### src/pkg/dpot_defs.vh
// constants shared by the dual pot serial control design
// assumes the including file runs on a 250 MHz mclk
// Function
// RULE1 - opcode, address and data bits sampled on rising serial clock
// RULE2 - read data put on serial output at falling serial clock
// RULE3 - link works in clock modes (0, 0) and (1, 1) only
// RULE4 - two address pins give a 2-bit address, four devices per bus
// RULE5 - transfer acted on only when its address matches the pins
// RULE6 - chip select high: output released, standby unless writing
// RULE7 - master drops chip select before each command sequence
// RULE8 - chip select rise after valid write starts non-volatile write
// RULE9 - write protect low blocks stored writes, wiper writes still allowed
// RULE10 - write protect falling during select aborts pending write
// RULE11 - non-volatile write once started always runs to completion
// RULE12 - master lowers pause only while serial clock is low
// RULE13 - paused: output released, input ignored, sequence state kept
// RULE14 - pause released while clock low, sequence then continues
// RULE15 - at power-up stored setting 0 loads each wiper register
// RULE16 - two 6-bit wiper registers each select one of 64 taps
// RULE17 - four 6-bit stored settings per wiper register
// RULE18 - wiper and stored settings written only over the serial link
// RULE19 - first byte after select loads 8-bit instruction, six opcodes
// RULE20 - exactly one tap connected per pot, chosen by wiper register
// RULE21 - commands move wiper to and from settings, plus step mode
// RULE22 - master samples output on rising edge after each falling edge
`ifndef DPOT_DEFS_VH
`define DPOT_DEFS_VH

// ----------------------------------------
// instruction byte fields
// ----------------------------------------
`define DPOT_F_OP_HI 7
`define DPOT_F_OP_LO 5
`define DPOT_F_POT 4
`define DPOT_F_IDX_HI 3
`define DPOT_F_IDX_LO 2
`define DPOT_F_ADR_HI 1
`define DPOT_F_ADR_LO 0

// ----------------------------------------
// opcodes
// ----------------------------------------
`define DPOT_OP_READ 3'h0
`define DPOT_OP_WR_WPR 3'h1
`define DPOT_OP_WR_SET 3'h2
`define DPOT_OP_STORE 3'h3
`define DPOT_OP_RECALL 3'h4
`define DPOT_OP_STEP 3'h5

// ----------------------------------------
// values and timing
// ----------------------------------------
`define DPOT_WPR_MAX 6'h3f
`define DPOT_WPR_MIN 6'h00
`define DPOT_SET_RST 6'h00
`define DPOT_PIN_RST 7'h1c
`define DPOT_CLK_MHZ 250
`define DPOT_NVW_NS 5000
`define DPOT_NVW_CYC ((`DPOT_NVW_NS * `DPOT_CLK_MHZ + 999) / 1000)

`endif

### src/rtl/dpot_sync.v
// two-stage synchroniser for the serial pins
// assumes a synchronously released active-low reset
`timescale 1ns/1ns
`default_nettype none

module dpot_sync #(
    parameter WIDTH = 7,
    parameter [WIDTH-1:0] RST_VAL = {WIDTH{1'b0}}
) (
    input wire clk,
    input wire rst_n,
    input wire [WIDTH-1:0] din,
    output reg [WIDTH-1:0] dout
);

    // first stage read by the second only
    reg [WIDTH-1:0] meta_q;

    always @(posedge clk or negedge rst_n) begin
        if (!rst_n) begin
            meta_q <= RST_VAL;
            dout <= RST_VAL;
        end else begin
            meta_q <= din;
            dout <= meta_q;
        end
    end

endmodule

`default_nettype wire

### src/rtl/dpot_nvm.v
// eight stored wiper settings with a timed write cycle
// assumes write starts come as single-cycle pulses from the top
`timescale 1ns/1ns
`default_nettype none
`include "dpot_defs.vh"

module dpot_nvm #(
    parameter WR_CYC = `DPOT_NVW_CYC,
    parameter CW = 13
) (
    input wire clk,
    input wire rst_n,
    input wire wr_start,
    input wire [2:0] wr_addr,
    input wire [5:0] wr_data,
    output reg busy_q,
    output wire [47:0] set_flat
);

    localparam integer LAST_I = WR_CYC - 1;
    localparam [CW-1:0] LAST = LAST_I[CW-1:0];

    reg [5:0] mem_q [0:7];
    reg [CW-1:0] cnt_q;
    reg [2:0] adr_q;
    reg [5:0] dat_q;
    integer i;

    // ----------------------------------------
    // write cycle
    // ----------------------------------------
    // starts while busy are dropped; protect pin not seen here
    always @(posedge clk or negedge rst_n) begin
        if (!rst_n) begin
            for (i = 0; i < 8; i = i + 1) begin
                mem_q[i] <= `DPOT_SET_RST;
            end
            busy_q <= 1'b0;
            cnt_q <= {CW{1'b0}};
            adr_q <= 3'h0;
            dat_q <= 6'h00;
        end else if (wr_start && !busy_q) begin
            busy_q <= 1'b1;
            cnt_q <= LAST;
            adr_q <= wr_addr;
            dat_q <= wr_data;
        end else if (busy_q) begin
            if (cnt_q == {CW{1'b0}}) begin
                mem_q[adr_q] <= dat_q; // RULE11 RULE17
                busy_q <= 1'b0;
            end else begin
                cnt_q <= cnt_q - {{(CW-1){1'b0}}, 1'b1};
            end
        end
    end

    genvar g;
    generate
        for (g = 0; g < 8; g = g + 1) begin : g_flat
            assign set_flat[6*g+5:6*g] = mem_q[g];
        end
    endgenerate

endmodule

`default_nettype wire

### src/rtl/dpot_top.v
// serial control of two 64-tap pots with stored settings
// assumes the serial pins are asynchronous to mclk and sck is
// well below mclk/4 so each level lasts several mclk cycles
`timescale 1ns/1ns
`default_nettype none
`include "dpot_defs.vh"

module dpot_top #(
    parameter NVW_CYC = `DPOT_NVW_CYC
) (
    input wire mclk,
    input wire nrst,
    input wire sck,
    input wire cs_n,
    input wire si,
    input wire hold_n,
    input wire wp_n,
    input wire dev_addr_bit0,
    input wire dev_addr_bit1,
    output reg so_q,
    output reg so_oe_q,
    output reg [5:0] wiper_position_reg0_q,
    output reg [5:0] wiper_position_reg1_q,
    output reg [63:0] tap_sel0_q,
    output reg [63:0] tap_sel1_q,
    output reg nv_busy_q,
    output reg standby_q
);

    // ----------------------------------------
    // helpers
    // ----------------------------------------
    function [5:0] get_set;
        input [47:0] f;
        input [2:0] a;
        reg [47:0] t;
        begin
            t = f >> (6 * a);
            get_set = t[5:0];
        end
    endfunction

    function [63:0] onehot;
        input [5:0] v;
        begin
            onehot = 64'h0000_0000_0000_0001 << v;
        end
    endfunction

    function [5:0] step;
        input [5:0] v;
        input up;
        begin
            if (up && v != `DPOT_WPR_MAX) begin
                step = v + 6'h01;
            end else if (!up && v != `DPOT_WPR_MIN) begin
                step = v - 6'h01;
            end else begin
                step = v;
            end
        end
    endfunction

    // ----------------------------------------
    // reset release and pin sampling
    // ----------------------------------------
    reg [1:0] rst_s_q;
    wire rst_n;
    wire [6:0] pin_s;

    always @(posedge mclk or negedge nrst) begin
        if (!nrst) begin
            rst_s_q <= 2'b00;
        end else begin
            rst_s_q <= {rst_s_q[0], 1'b1};
        end
    end
    assign rst_n = rst_s_q[1];

    dpot_sync #(
        .WIDTH(7),
        .RST_VAL(`DPOT_PIN_RST)
    ) u_sync (
        .clk(mclk),
        .rst_n(rst_n),
        .din({dev_addr_bit1, dev_addr_bit0, wp_n, hold_n, cs_n, si, sck}),
        .dout(pin_s)
    );

    wire sck_s = pin_s[0];
    wire si_s = pin_s[1];
    wire cs_s = pin_s[2];
    wire hold_s = pin_s[3];
    wire wp_s = pin_s[4];
    wire [1:0] addr_s = pin_s[6:5];

    // ----------------------------------------
    // state
    // ----------------------------------------
    reg sck_p_q, cs_p_q;
    reg paused_q, paused_d;
    reg started_q, started_d;
    reg [2:0] bit_q, bit_d;
    reg [1:0] byte_q, byte_d;
    reg [7:0] shr_q, shr_d;
    reg [7:0] instr_q, instr_d;
    reg sel_q, sel_d;
    reg ign_q, ign_d;
    reg pend_q, pend_d;
    reg [2:0] pend_adr_q, pend_adr_d;
    reg [5:0] pend_dat_q, pend_dat_d;
    reg abort_q, abort_d;
    reg [7:0] out_q, out_d;
    reg rec_q, rec_d;
    reg so_d, so_oe_d;
    reg [5:0] wpr0_d, wpr1_d;
    reg wen;
    reg wpot;
    reg [5:0] wval;
    reg nv_go;
    reg [7:0] nb;
    reg [5:0] cur;

    wire [47:0] set_flat;
    wire nv_busy;

    wire sck_rise = sck_s & ~sck_p_q;
    wire sck_fall = ~sck_s & sck_p_q;
    wire cs_fall = ~cs_s & cs_p_q;
    wire cs_rise = cs_s & ~cs_p_q;
    wire [2:0] op = instr_q[`DPOT_F_OP_HI:`DPOT_F_OP_LO];
    wire [2:0] sadr = instr_q[`DPOT_F_POT:`DPOT_F_IDX_LO];

    // ----------------------------------------
    // sequence decode
    // ----------------------------------------
    always @* begin
        started_d = started_q;
        bit_d = bit_q;
        byte_d = byte_q;
        shr_d = shr_q;
        instr_d = instr_q;
        sel_d = sel_q;
        ign_d = ign_q;
        pend_d = pend_q;
        pend_adr_d = pend_adr_q;
        pend_dat_d = pend_dat_q;
        abort_d = abort_q;
        out_d = out_q;
        rec_d = rec_q;
        so_d = so_q;
        wpr0_d = wiper_position_reg0_q;
        wpr1_d = wiper_position_reg1_q;
        wen = 1'b0;
        wpot = 1'b0;
        wval = 6'h00;
        nv_go = 1'b0;
        nb = {shr_q[6:0], si_s};
        cur = instr_q[`DPOT_F_POT] ? wiper_position_reg1_q :
            wiper_position_reg0_q;

        // pause only entered or left while sck is low, except deselect clears it at any sck level
        if (cs_s) begin
            paused_d = 1'b0;
        end else if (!paused_q && !hold_s && !sck_s) begin
            paused_d = 1'b1; // RULE12
        end else if (paused_q && hold_s && !sck_s) begin
            paused_d = 1'b0; // RULE14
        end else begin
            paused_d = paused_q;
        end

        if (cs_fall) begin
            started_d = 1'b1; // RULE7
            bit_d = 3'h0;
            byte_d = 2'h0;
            sel_d = 1'b0;
            ign_d = 1'b0;
            pend_d = 1'b0;
            abort_d = 1'b0;
        end else if (cs_s) begin
            started_d = 1'b0;
            // partial byte at the rise means no valid write
            if (cs_rise && pend_q && !abort_q && bit_q == 3'h0 &&
                wp_s && !nv_busy) begin
                nv_go = 1'b1; // RULE8
            end
            pend_d = 1'b0;
        end else if (started_q) begin
            if (!wp_s) begin
                abort_d = 1'b1; // RULE10
                pend_d = 1'b0;
            end
            // paused edges do nothing, state held
            if (sck_rise && !paused_q && !ign_q) begin // RULE13
                shr_d = nb; // RULE1
                bit_d = bit_q + 3'h1;
                if (byte_q == 2'h0) begin
                    if (bit_q == 3'h7) begin
                        instr_d = nb; // RULE19
                        byte_d = 2'h1;
                        if (nb[`DPOT_F_ADR_HI:`DPOT_F_ADR_LO] != addr_s ||
                            nb[`DPOT_F_OP_HI:`DPOT_F_OP_LO] >
                            `DPOT_OP_STEP) begin
                            ign_d = 1'b1; // RULE5 RULE4
                        end else begin
                            sel_d = 1'b1;
                            case (nb[`DPOT_F_OP_HI:`DPOT_F_OP_LO])
                                `DPOT_OP_RECALL: begin
                                    wen = 1'b1; // RULE21
                                    wpot = nb[`DPOT_F_POT];
                                    wval = get_set(set_flat,
                                        nb[`DPOT_F_POT:`DPOT_F_IDX_LO]);
                                end
                                `DPOT_OP_STORE: begin
                                    if (wp_s && !abort_q) begin
                                        pend_d = 1'b1; // RULE9 RULE21
                                        pend_adr_d =
                                            nb[`DPOT_F_POT:`DPOT_F_IDX_LO];
                                        pend_dat_d = nb[`DPOT_F_POT] ?
                                            wiper_position_reg1_q :
                                            wiper_position_reg0_q;
                                    end
                                end
                                `DPOT_OP_READ: begin
                                    out_d = {2'b00, nb[`DPOT_F_POT] ?
                                        wiper_position_reg1_q :
                                        wiper_position_reg0_q};
                                end
                                default: begin
                                    out_d = out_q;
                                end
                            endcase
                        end
                    end
                end else begin
                    if (op == `DPOT_OP_STEP) begin
                        wen = 1'b1; // RULE21
                        wpot = instr_q[`DPOT_F_POT];
                        wval = step(cur, si_s);
                    end
                    if (bit_q == 3'h7) begin
                        if (byte_q != 2'h3) begin
                            byte_d = byte_q + 2'h1;
                        end
                        if (byte_q == 2'h1) begin
                            case (op)
                                `DPOT_OP_WR_WPR: begin
                                    wen = 1'b1; // RULE18
                                    wpot = instr_q[`DPOT_F_POT];
                                    wval = nb[5:0];
                                end
                                `DPOT_OP_WR_SET: begin
                                    if (wp_s && !abort_q) begin
                                        pend_d = 1'b1; // RULE9 RULE18
                                        pend_adr_d = sadr;
                                        pend_dat_d = nb[5:0];
                                    end
                                end
                                `DPOT_OP_READ: begin
                                    out_d = {2'b00, get_set(set_flat, sadr)};
                                end
                                default: begin
                                    out_d = out_q;
                                end
                            endcase
                        end
                    end
                end
            end
            if (sck_fall && !paused_q && sel_q && op == `DPOT_OP_READ &&
                byte_q != 2'h0) begin
                so_d = out_q[7]; // RULE2 RULE3
                out_d = {out_q[6:0], 1'b0};
            end
        end

        if (wen && !wpot) begin
            wpr0_d = wval;
        end
        if (wen && wpot) begin
            wpr1_d = wval;
        end
        // one recall right after reset, stored contents are valid then
        if (!rec_q) begin
            rec_d = 1'b1;
            wpr0_d = get_set(set_flat, 3'h0); // RULE15
            wpr1_d = get_set(set_flat, 3'h4); // RULE15
        end

        so_oe_d = ~cs_s & ~paused_d & started_q & sel_q & // RULE6 RULE13
            (op == `DPOT_OP_READ) & (byte_q != 2'h0);
    end

    // ----------------------------------------
    // registers
    // ----------------------------------------
    always @(posedge mclk or negedge rst_n) begin
        if (!rst_n) begin
            sck_p_q <= 1'b0;
            cs_p_q <= 1'b1;
            paused_q <= 1'b0;
            started_q <= 1'b0;
            bit_q <= 3'h0;
            byte_q <= 2'h0;
            shr_q <= 8'h00;
            instr_q <= 8'h00;
            sel_q <= 1'b0;
            ign_q <= 1'b0;
            pend_q <= 1'b0;
            pend_adr_q <= 3'h0;
            pend_dat_q <= 6'h00;
            abort_q <= 1'b0;
            out_q <= 8'h00;
            rec_q <= 1'b0;
            so_q <= 1'b0;
            so_oe_q <= 1'b0;
            wiper_position_reg0_q <= 6'h00;
            wiper_position_reg1_q <= 6'h00;
            tap_sel0_q <= 64'h0000_0000_0000_0001;
            tap_sel1_q <= 64'h0000_0000_0000_0001;
            nv_busy_q <= 1'b0;
            standby_q <= 1'b0;
        end else begin
            sck_p_q <= sck_s;
            cs_p_q <= cs_s;
            paused_q <= paused_d;
            started_q <= started_d;
            bit_q <= bit_d;
            byte_q <= byte_d;
            shr_q <= shr_d;
            instr_q <= instr_d;
            sel_q <= sel_d;
            ign_q <= ign_d;
            pend_q <= pend_d;
            pend_adr_q <= pend_adr_d;
            pend_dat_q <= pend_dat_d;
            abort_q <= abort_d;
            out_q <= out_d;
            rec_q <= rec_d;
            so_q <= so_d;
            so_oe_q <= so_oe_d;
            wiper_position_reg0_q <= wpr0_d; // RULE16
            wiper_position_reg1_q <= wpr1_d; // RULE16
            tap_sel0_q <= onehot(wiper_position_reg0_q); // RULE20
            tap_sel1_q <= onehot(wiper_position_reg1_q); // RULE20
            nv_busy_q <= nv_busy | nv_go;
            standby_q <= cs_s & ~nv_busy & ~nv_go; // RULE6
        end
    end

    // ----------------------------------------
    // stored settings
    // ----------------------------------------
    dpot_nvm #(
        .WR_CYC(NVW_CYC),
        .CW(13)
    ) u_nvm (
        .clk(mclk),
        .rst_n(rst_n),
        .wr_start(nv_go),
        .wr_addr(pend_adr_q),
        .wr_data(pend_dat_q),
        .busy_q(nv_busy),
        .set_flat(set_flat)
    );

endmodule

`default_nettype wire

### config.mk
export PLATFORM = sky130hd
export DESIGN_NAME = dpot_top
export DESIGN_NICKNAME = d
export VERILOG_FILES = /design/src/rtl/dpot_sync.v /design/src/rtl/dpot_nvm.v /design/src/rtl/dpot_top.v
export VERILOG_INCLUDE_DIRS = /design/src /design/src/pkg
export SDC_FILE = /design/constraint.sdc
export NUM_CORES = 1
export LEC_CHECK = 0
export ABC_AREA = 1
export ABC_CLOCK_PERIOD_IN_PS = 9700
export BUFFER_PORTS_ARGS = -buffer_cell sky130_fd_sc_hd__buf_2
export CAP_MARGIN = 40
export CORE_MARGIN = 4
export CORE_UTILIZATION = 33
export CTS_CLUSTER_DIAMETER = 80
export DETAILED_ROUTE_END_ITERATION = 10
export SYNTH_ARGS = -nofsm -noshare
export SYNTH_HDL_FRONTEND = slang
export SYNTH_SLANG_ARGS = --single-unit
### constraint.sdc
create_clock -name mclk -period 9.7 [get_ports mclk]
set_input_delay 0.485 -clock mclk [delete_from_list [all_inputs] [get_ports mclk]]
set_output_delay 0.485 -clock mclk [all_outputs]
set_load 0.01 [all_outputs]
Word-level counts from Yosys, hierarchy flattened
Index checks and enable logic that the tools add are counted.
Storage, ports and cells
  logic and storage cells: 291
  flip-flop bits (word level): 277
  input port bits: 9
  output and inout bits: 144
Cells by class
  multiply operators: 2
  add/subtract/negate cells: 5
  order comparisons: 3
  bitwise logic cells: 22
  reduce and logical (&&, ||, !) cells: 65
  equal/unequal tests: 20
  muxes and demuxes: 131
  shifts and indexed selects: 4
Operators by type and width (number)
  2-to-1 mux 6 bit: 30
  left shift 1 x 6 -> 64 bit (first input constant): 2
  >> shifter 48 x 6 -> 6 bit: 2
  2-to-1 mux 8 bit: 9
  2-to-1 mux 1 bit: 66
  bitwise mux 48 bit: 1
  2-to-1 mux 13 bit: 3
  2-to-1 mux 3 bit: 13
  nonzero test 2 bit: 12
  logical AND 1 bit: 22
  demux 6 bit (select 3 bit): 1
  AND reduction 6 bit: 3
  2-to-1 mux 2 bit: 8
  zero test 13 bit: 1
  subtractor 13 x 1 -> 13 bit (second input constant): 1
  nonzero test 3 bit: 4
  AND 1 bit: 11
  multiplier 2 x 3 -> 5 bit (first input constant): 2
  inequality test 2 bit (second input constant): 5
  AND reduction 10 bit: 1
  == test 3 bit (second input constant): 3
  zero test 3 bit: 3
  inverter 1 bit: 9
  AND reduction 3 bit: 3
  other kinds (25): 37

Logic depth before layout (Yosys ltp)
Gate-level depths: netlist (run 1).
  depth after elaboration: 16
  depth in mapped cells: 17

Hierarchy
From an unflattened synthesis (run 1), not the netlist that was laid out.
Unflattened totals
  cell total of the unflattened synthesis: 1414
  area total of the unflattened synthesis: 12213.0 um2
By module, submodules not included
  dpot_top: sequential area each 4758.3 um2, cells each 1023, times used 1, area each 8730.9 um2
  dpot_nvm: sequential area each 1776.7 um2, cells each 377, times used 1, area each 3124.2 um2
  dpot_sync: sequential area each 357.8 um2, cells each 14, times used 1, area each 357.8 um2

Worst setup path before layout (run 1)
Ideal clock, no wire load.
  path kind: register -> register
  start point: register instr_q[4]
  end point: register wiper_position_reg0_q[1]
  stages on the path, launching flop included: 13
  arrival time: 1861 ps
  slack: 7721 ps
  path buffers: 1
  data required time: 9582 ps
  cell sequence: dfrtp_1 buf_6 o21ai_2 ha_1 inv_1 nor2_1 nand2_1 o21ai_4 nand2_1 o211ai_1 nand2_1 nand3_1 nand2_1
Between the ends
  longest elaborated chain between the ends: 16
  elaborated cells on any way between the ends: 32
  those cells by class: add/sub (2); eq/ne (2); mux (23); reduce/logical (5)
RTL lines
  start, declared: RTL line dpot_top.v:106  | reg [7:0] instr_q, instr_d;
  start signal, assigned: RTL line dpot_top.v:332  | instr_q <= instr_d;
  parallel branches: the longest is 16 deep, another holds subtractor 6 x 1 -> 6 bit
  end signal, assigned: RTL line dpot_top.v:343  | wiper_position_reg0_q <= wpr0_d;
  end, declared: RTL line dpot_top.v:22  | output reg [5:0] wiper_position_reg0_q,
Several ways; the timed one is not identified. The select of a mux whose other input is x is not followed.
A chain may end at the register's enable or synchronous reset.

Worst setup path after layout (run 1)
  start point: register byte_q[0]
  end point: register pend_dat_q[4]
Between the ends
  longest elaborated chain between the ends: 3
  elaborated cells on any way between the ends: 8
  those cells by class: eq/ne (3); mux (1); reduce/logical (4)
RTL lines
  start, declared: RTL line dpot_top.v:104  | reg [1:0] byte_q, byte_d;
  start signal, assigned: RTL line dpot_top.v:330  | byte_q <= byte_d;
  zero test 2 bit or == test 2 x 1 -> 1 bit (tied branches): RTL line dpot_top.v:198, dpot_top.v:246
  inequality test 2 x 1 -> 1 bit (no line) (tied with other cells)
  AND reduction 10 bit (no line)
  end signal, assigned: RTL line dpot_top.v:337  | pend_dat_q <= pend_dat_d;
  end, declared: RTL line dpot_top.v:111  | reg [5:0] pend_dat_q, pend_dat_d;
Several ways; a longest one is shown, not always the timed one.

==> results by group, run 1 <==
Die
  • Die Ht: 198 microns
  • Num rows: 69
  • Die X: 198 microns
  • Die area: 0.0391 sq mm
  • CORE AREA: 0.0356 sq mm
  • IO Pins: 153
  • Initial core utilization: 33.4%

STA
  • Max-slew headroom: 38.2%
  • Final clock skew: 27.0 ps
  • Final worst slack: 6950 ps
  • Setup violations, final: 0
  • RSZ-0062 raised after global routing: no
  • Setup TNS: 0 ps
  • Final Cycle Share: 28.3%
  • Slew @ Worst Pin: 927 ps
  • Max Clock Freq: 0.364 GHz
  • Pins Over Slew Limit: 0
  • Fin crit period: 2750 ps
  • Final Hold Fails: 0

Synthesis
  • Number of flops mapped to enable cells by yosys: 0
  • Seq/Total Area, Yosys: 58.0%
  • Syn avg cell area: 8.81 sq um
  • Largest family of logic cells by synthesized area: simple AND/OR/NAND/NOR gates
  • Post-synthesis cell type count: 44
  • Synthesized area: 0.0119 sq mm
  • Ys flop type: dfrtp_1
  • Synth Area in Compound Gates: 11.7%
  • Mapped Cells: 1348
  • Asr flop ratio synth: 100%
  • Area share of fa/ha/maj cells after synthesis: 1.05%
  • Yosys reg bits: 275
  • Post-Synth Simple-Gate Area: 22.2%
  • Mux cell area share after synthesis: 0.0843%
  • Synth warnings: 0
  • Synth Area in XOR/XNOR: 0.443%

Hold path
  • Hold Path Class: in2reg

Power and ir drop
  • Peak VDD IR: 0.146 mV
  • Combinational power share: 7.9%
  • Final Power: 2.57 mW
  • Power per cell area: 181 mW/mm^2
  • Pleak: 7.10 nW
  • Switching share of power: 24.6%
  • P_int: 1.94 mW
  • P_sw: 0.630 mW
  • Clock network power share: 45.8%
  • Flop pwr share: 46.3%

Global routing
  • Total GRT Usage: 16.1%
  • GRT overflow: 0
  • Initial antenna violation count: 0
  • First-pass GRT wire length: 51.9 mm
  • Largest net degree at the start of global routing: 71
  • Number of global-route vias before repair: 9474

CTS
  • CTS root buf: clkbuf_16
  • Clock transition at path regs: 60 ps
  • CTS Buffer Depth: 3
  • H-tree depth: 1
  • # resized after CTS: 0
  • Num CTS Buffers: 29
  • CTS tree: built
  • Clock Sinks: 275
  • Clock latency on the worst-skew pair: 560 ps

Detailed routing
  • Routed via count: 9878
  • Iteration-0 DRC Markers: 991
  • Post-DR wirelength/cell: 16.5 microns
  • Final wirelength: 32.3 mm
  • Post-DRT Antenna Nets: 0
  • Pre-antenna DRT Iters: 6
  • DR DRC count: 0
  • Vias per cell: 5.04

Placement
  • Port bufs: 152
  • Place WS: 7030 ps
  • Post-DP HPWL: 22.6 mm
  • Gpl congestion: 0.927

Cells and area
  • Final nets: 1496
  • ANT cells: 0
  • Final Core Density: 39.8%
  • Area grow syn2layout: 19.1%
  • Number of fill cells: 3571
  • Share of cells above drive strength 1: 16.9%

Worst setup path
  • Crit-path leading delay family: buffers and inverters
  • WP buf/inv: 4
  • Critical path type: reg2reg
  • CP Data Required Time: 10150 ps
  • Crit-path max FO: 28
  • R2R setup slack: 6950 ps
  • Critical Path, Cell by Cell: inv_1 > ha_1 > buf_4 > clkinv_1 > o21ai_0 > nand2_2 > o21ai_0 > inv_1
  • Crit-path slowest cell: o21ai_0
  • Largest stage delay, worst path: 560 ps
  • WP data arrival: 3200 ps
  • Setup crit end kind: register
  • Startpoint class of the critical path: register

Flow run
  • Max_cap viols: 0

Outcome
  • Status: complete, no violations
==> state kept, by name (all words and copies together), names as in the netlist, 2 cells and up <==
name	cells
bit_q	3
u_nvm.dat_q	6
u_nvm.cnt_q	13
pend_dat_q	6
u_nvm.adr_q	3
shr_q	7
u_nvm.set_flat	48
rst_s_q	2
pend_adr_q	3
tap_sel0_q	64
wiper_position_reg1_q	6
byte_q	2
tap_sel1_q	64
wiper_position_reg0_q	6
instr_q	6
u_sync.meta_q	7
u_sync.dout	7
out_q	8
==> area by class of cell <==
type,count,area (sq um),share of cell area [%]
clock buffer,37,796,5.63
clock inverter,16,226,1.60
inverter,120,450,3.18
multi-input combinational,882,4220,29.8
sequential,275,6900,48.8
tap,461,577,4.08
timing repair buffer,169,976,6.90
==> synth_stat cells (2+ instances only) <==
| master | number | share of area [%] |
|---|---|---|
| o211ai_1 | 7 | 0.44 |
| dfrtp_1 | 266 | 56 |
| inv_2 | 8 | 0.25 |
| nor3_2 | 2 | 0.17 |
| nor2_2 | 3 | 0.16 |
| dfstp_2 | 9 | 2.0 |
| nor4_2 | 2 | 0.21 |
| o22ai_1 | 7 | 0.37 |
| nor3_1 | 28 | 1.2 |
| nor2_1 | 196 | 6.2 |
| clkinv_1 | 3 | 0.095 |
| nand3_1 | 75 | 3.2 |
| inv_1 | 109 | 3.4 |
| buf_1 | 2 | 0.063 |
| o21ai_1 | 54 | 2.3 |
| buf_4 | 2 | 0.13 |
| a211oi_1 | 2 | 0.13 |
| a21oi_1 | 38 | 1.6 |
| buf_6 | 2 | 0.19 |
| nand2_2 | 4 | 0.21 |
| nand2_1 | 226 | 7.1 |
| nand4_1 | 57 | 3.0 |
| or2_2 | 3 | 0.16 |
| o21ai_4 | 2 | 0.27 |
| xor2_1 | 4 | 0.29 |
| nor2_4 | 2 | 0.19 |
| o221ai_1 | 5 | 0.37 |
| xnor2_1 | 2 | 0.15 |
| ha_1 | 10 | 1.1 |
| buf_2 | 18 | 0.76 |
| a31oi_1 | 2 | 0.11 |
| o21ai_0 | 139 | 5.9 |
| clkbuf_1 | 48 | 1.5 |
==> power by group through the flow <==
stage	registers [mW]	clock network, mW	logic (mW)
2_1_floorplan	1.21	0	0.137
3_3_place_gp	1.21	0	0.193
3_5_place_dp	1.21	0	0.200
4_1_cts	1.19	1.21	0.202
5_1_grt	1.19	1.25	0.228
6_report	1.19	1.18	0.202
==> cell usage in the layout, fill, tap and decap left out, types with 4 or more instances in the layout <==
cell / count
o21ai_0: 139
dfrtp_1: 265
dfstp_2: 9
clkbuf_8: 4
nand2_1: 226
o221ai_1: 5
inv_2: 8
clkbuf_16: 29
nor3_1: 28
o211ai_1: 7
xor2_1: 4
clkinvlp_4: 4
ha_1: 10
buf_2: 152
inv_1: 109
a21oi_1: 38
buf_16: 4
nand2_2: 4
nand4_1: 57
clkbuf_1: 4
clkinv_2: 4
nand3_1: 75
o21ai_1: 54
o22ai_1: 7
buf_4: 10
nor2_1: 196
bufinv_16: 5
==> layer usage <==
| metal | track usage, % | vias up | wire length (microns) |
|---|---|---|---|
| li1 | - | 4704 | - |
| met1 | 23.9 | 4732 | 14600 |
| met2 | 24.6 | 385 | 14200 |
| met3 | 3.06 | 57 | 2770 |
| met4 | 3.83 | 0 | 688 |
| met5 | 0 | - | 0 |
==> what timing repair did <==
item                                   4_1_cts  5_1_grt
endpoints found under the hold margin        4        0
hold buffers                                 3        0
setup endpoints to repair                    0        0
buffers inserted                             0        0
==> per-stage QoR <==
stage / cells / hold WS, ps / cell area, sq um
final: 1960 / 29.6 / 14100
after global routing: 1960 / 11.9 / 14100
after CTS: 1960 / 0.364 / 14100
after detailed placement: 1904 / 279 / 13100
after global placement: 1899 / 277 / 13000
after floorplan: 1349 / 189 / 11900
==> cells by family after synthesis <==
kind of cell | count (synthesis)
other cells | 1
buf+inv | 192
mux | 1
xor+xnor | 6
flops | 275
simple gates | 603
compound gates | 260
fa+ha+maj | 10
==> path summary, 6_finish.rpt <==
check,from,cells past startpoint,endpoint
setup / recovery,byte_q[0],8,pend_dat_q[4]
hold / removal,cs_n,1,u_sync.meta_q[2]
setup reg to reg,byte_q[0],8,pend_dat_q[4]
hold reg to reg,u_sync.meta_q[1],0,u_sync.dout[1]
max in group asynchronous,rst_s_q[1],3,u_sync.meta_q[4]
min in group asynchronous,nrst,2,rst_s_q[0]
(Power assumes the default switching activity.)
==> inputs of run 2 (changes only) <==
--- a/config.mk
+++ b/config.mk
@@ -7,7 +7,7 @@
 export NUM_CORES = 1
 export LEC_CHECK = 0
 export ABC_AREA = 1
-export ABC_CLOCK_PERIOD_IN_PS = 9700
+export ABC_CLOCK_PERIOD_IN_PS = 2580
 export BUFFER_PORTS_ARGS = -buffer_cell sky130_fd_sc_hd__buf_2
 export CAP_MARGIN = 40
 export CORE_MARGIN = 4
==> constraint.sdc (replaced) <==
create_clock -name mclk -period 2.58 [get_ports mclk]
set_input_delay 0.129 -clock mclk [delete_from_list [all_inputs] [get_ports mclk]]
set_output_delay 0.129 -clock mclk [all_outputs]
set_load 0.01 [all_outputs]
==> results by group, run 2 (synthesized netlist as in run 1, its figures left out) <==
Outcome
  • Status: complete, no violations

Die
  • Num rows: 69
  • Die X: 198 microns
  • CORE AREA: 0.0356 sq mm
  • Die area: 0.0391 sq mm
  • IO Pins: 153
  • Die Ht: 198 microns
  • Initial core utilization: 33.4%

Flow run
  • Max_cap viols: 0

Worst setup path
  • Setup crit end kind: register
  • Startpoint class of the critical path: register
  • CP Data Required Time: 3050 ps
  • Critical path type: reg2reg
  • Crit-path max FO: 17
  • WP data arrival: 2780 ps

STA
  • RSZ-0062 raised after global routing: no
  • Max Clock Freq: 0.433 GHz
  • Final Hold Fails: 0
  • Final clock skew: 19.1 ps
  • Setup violations, final: 0
  • Fin crit period: 2310 ps
  • Max-slew headroom: 49.5%
  • Pins Over Slew Limit: 0
  • Final worst slack: 273 ps
  • Final Cycle Share: 89.4%
  • Slew @ Worst Pin: 756 ps

Detailed routing
  • Post-DR wirelength/cell: 16.7 microns
  • Pre-antenna DRT Iters: 6
  • Iteration-0 DRC Markers: 809
  • Post-DRT Antenna Nets: 0
  • Vias per cell: 5.02
  • DR DRC count: 0
  • Routed via count: 10058
  • Final wirelength: 33.5 mm

Cells and area
  • Reg area: 0.00690 sq mm
  • ANT cells: 0
  • Share of cells above drive strength 1: 18.9%
  • Multi-input logic area: 0.00422 sq mm
  • Number of fill cells: 3578
  • Commonest non-fill, non-tap cell in the layout: dfrtp_1
  • Final nets: 1538
  • Area grow syn2layout: 21.6%
  • Most frequent cells in the layout: dfrtp_1, nand2_1, nor2_1

Global routing
  • Largest net degree at the start of global routing: 66
  • First-pass GRT wire length: 53.6 mm
  • Number of global-route vias before repair: 9613
  • GRT overflow: 0
  • Total GRT Usage: 16.8%
  • Initial antenna violation count: 0

CTS
  • Num CTS Buffers: 31
  • CTS tree: built
  • H-tree depth: 1
  • CTS root buf: clkbuf_16
  • # resized after CTS: 0
  • # Post-CTS Setup Buffers: 0
  • Clock latency on the worst-skew pair: 570 ps
  • Clock transition at path regs: 60 ps
  • Clock Sinks: 275
  • CTS Buffer Depth: 3
  • Hold-fix buffers, CTS: 9

Hold path
  • Hold Path Class: in2reg

Placement
  • Place WS: 289 ps
  • Port bufs: 152
  • Gpl congestion: 0.905
  • Post-DP HPWL: 23.5 mm

Power and ir drop
  • Power per cell area: 665 mW/mm^2
  • Final Power: 9.61 mW
  • Pleak: 7.28 nW
  • Peak VDD IR: 0.560 mV
-- run 2: changes by cell type in the layout (fill, tap and decap cells not counted), moves of 2 or more --
cell	before	now
clkbuf_16	29	31
buf_16	4	1
bufinv_16	5	1
dlygate4sd3_1	3	9
buf_12	0	4
clkbuf_8	4	8
buf_4	10	43
-- run 2: worst paths after layout --
path                       startpoint            endpoint  slack [ps]  cells past startpoint
max                         byte_q[0]            out_q[0]         270                     11
min in group asynchronous  rst_s_q[1]      tap_sel0_q[56]         340                      0
min                              wp_n    u_sync.meta_q[4]         190                      2
max reg2reg                 byte_q[0]            out_q[0]         270                     11
max in group asynchronous  rst_s_q[1]  u_nvm.set_flat[12]        1390                      1
min reg2reg                rst_s_q[1]      tap_sel0_q[56]         340                      0
-- run 2: routing by layer --
metal	GRT usage, %	vias up	routed length, microns
li1	-	4791	-
met1	24.1	4833	15100
met2	26.4	381	15200
met3	2.82	53	2520
met4	4.62	0	744
met5	0	-	0
-- run 2: through the flow --
stage	setup TNS (ps)	instance area (sq um)	cells	hold WS [ps]	utilization, %
floorplan	-43420	11900	1349	-167	-
global placement	0	13300	1937	-85.8	37.4
detailed placement	0	13300	1938	-84.2	37.5
CTS	0	14400	2004	159	40.6
global route	0	14400	2004	176	40.6
finish	0	14400	2004	195	40.6
-- run 2: worst max-delay path: stages, from the launching register on --
cell and delay [ps]:
dfrtp_1 390, inv_1 80, ha_1 280, buf_4 230, nor4_2 340, nand3_1 180, nand2_1 100, nand3_1 110
nor2_4 190, inv_2 120, o21ai_1 130, inv_1 40
-- run 2: where the power goes --
part / switching [mW] / leakage [nW] / internal [mW]
clock: 1.81 / 0.497 / 2.54
sequential: 0.0536 / 3.77 / 4.38
combinational: 0.573 / 3.01 / 0.254
total: 2.43 / 7.28 / 7.18
-- run 2: area by class of cell --
class / instances / area share (%)
sequential: 275 / 47.8
multi-input combinational: 882 / 29.2
timing repair buffer: 209 / 8.87
clock buffer: 44 / 6.26
tap: 461 / 3.99
inverter: 120 / 3.12
clock inverter: 13 / 0.780
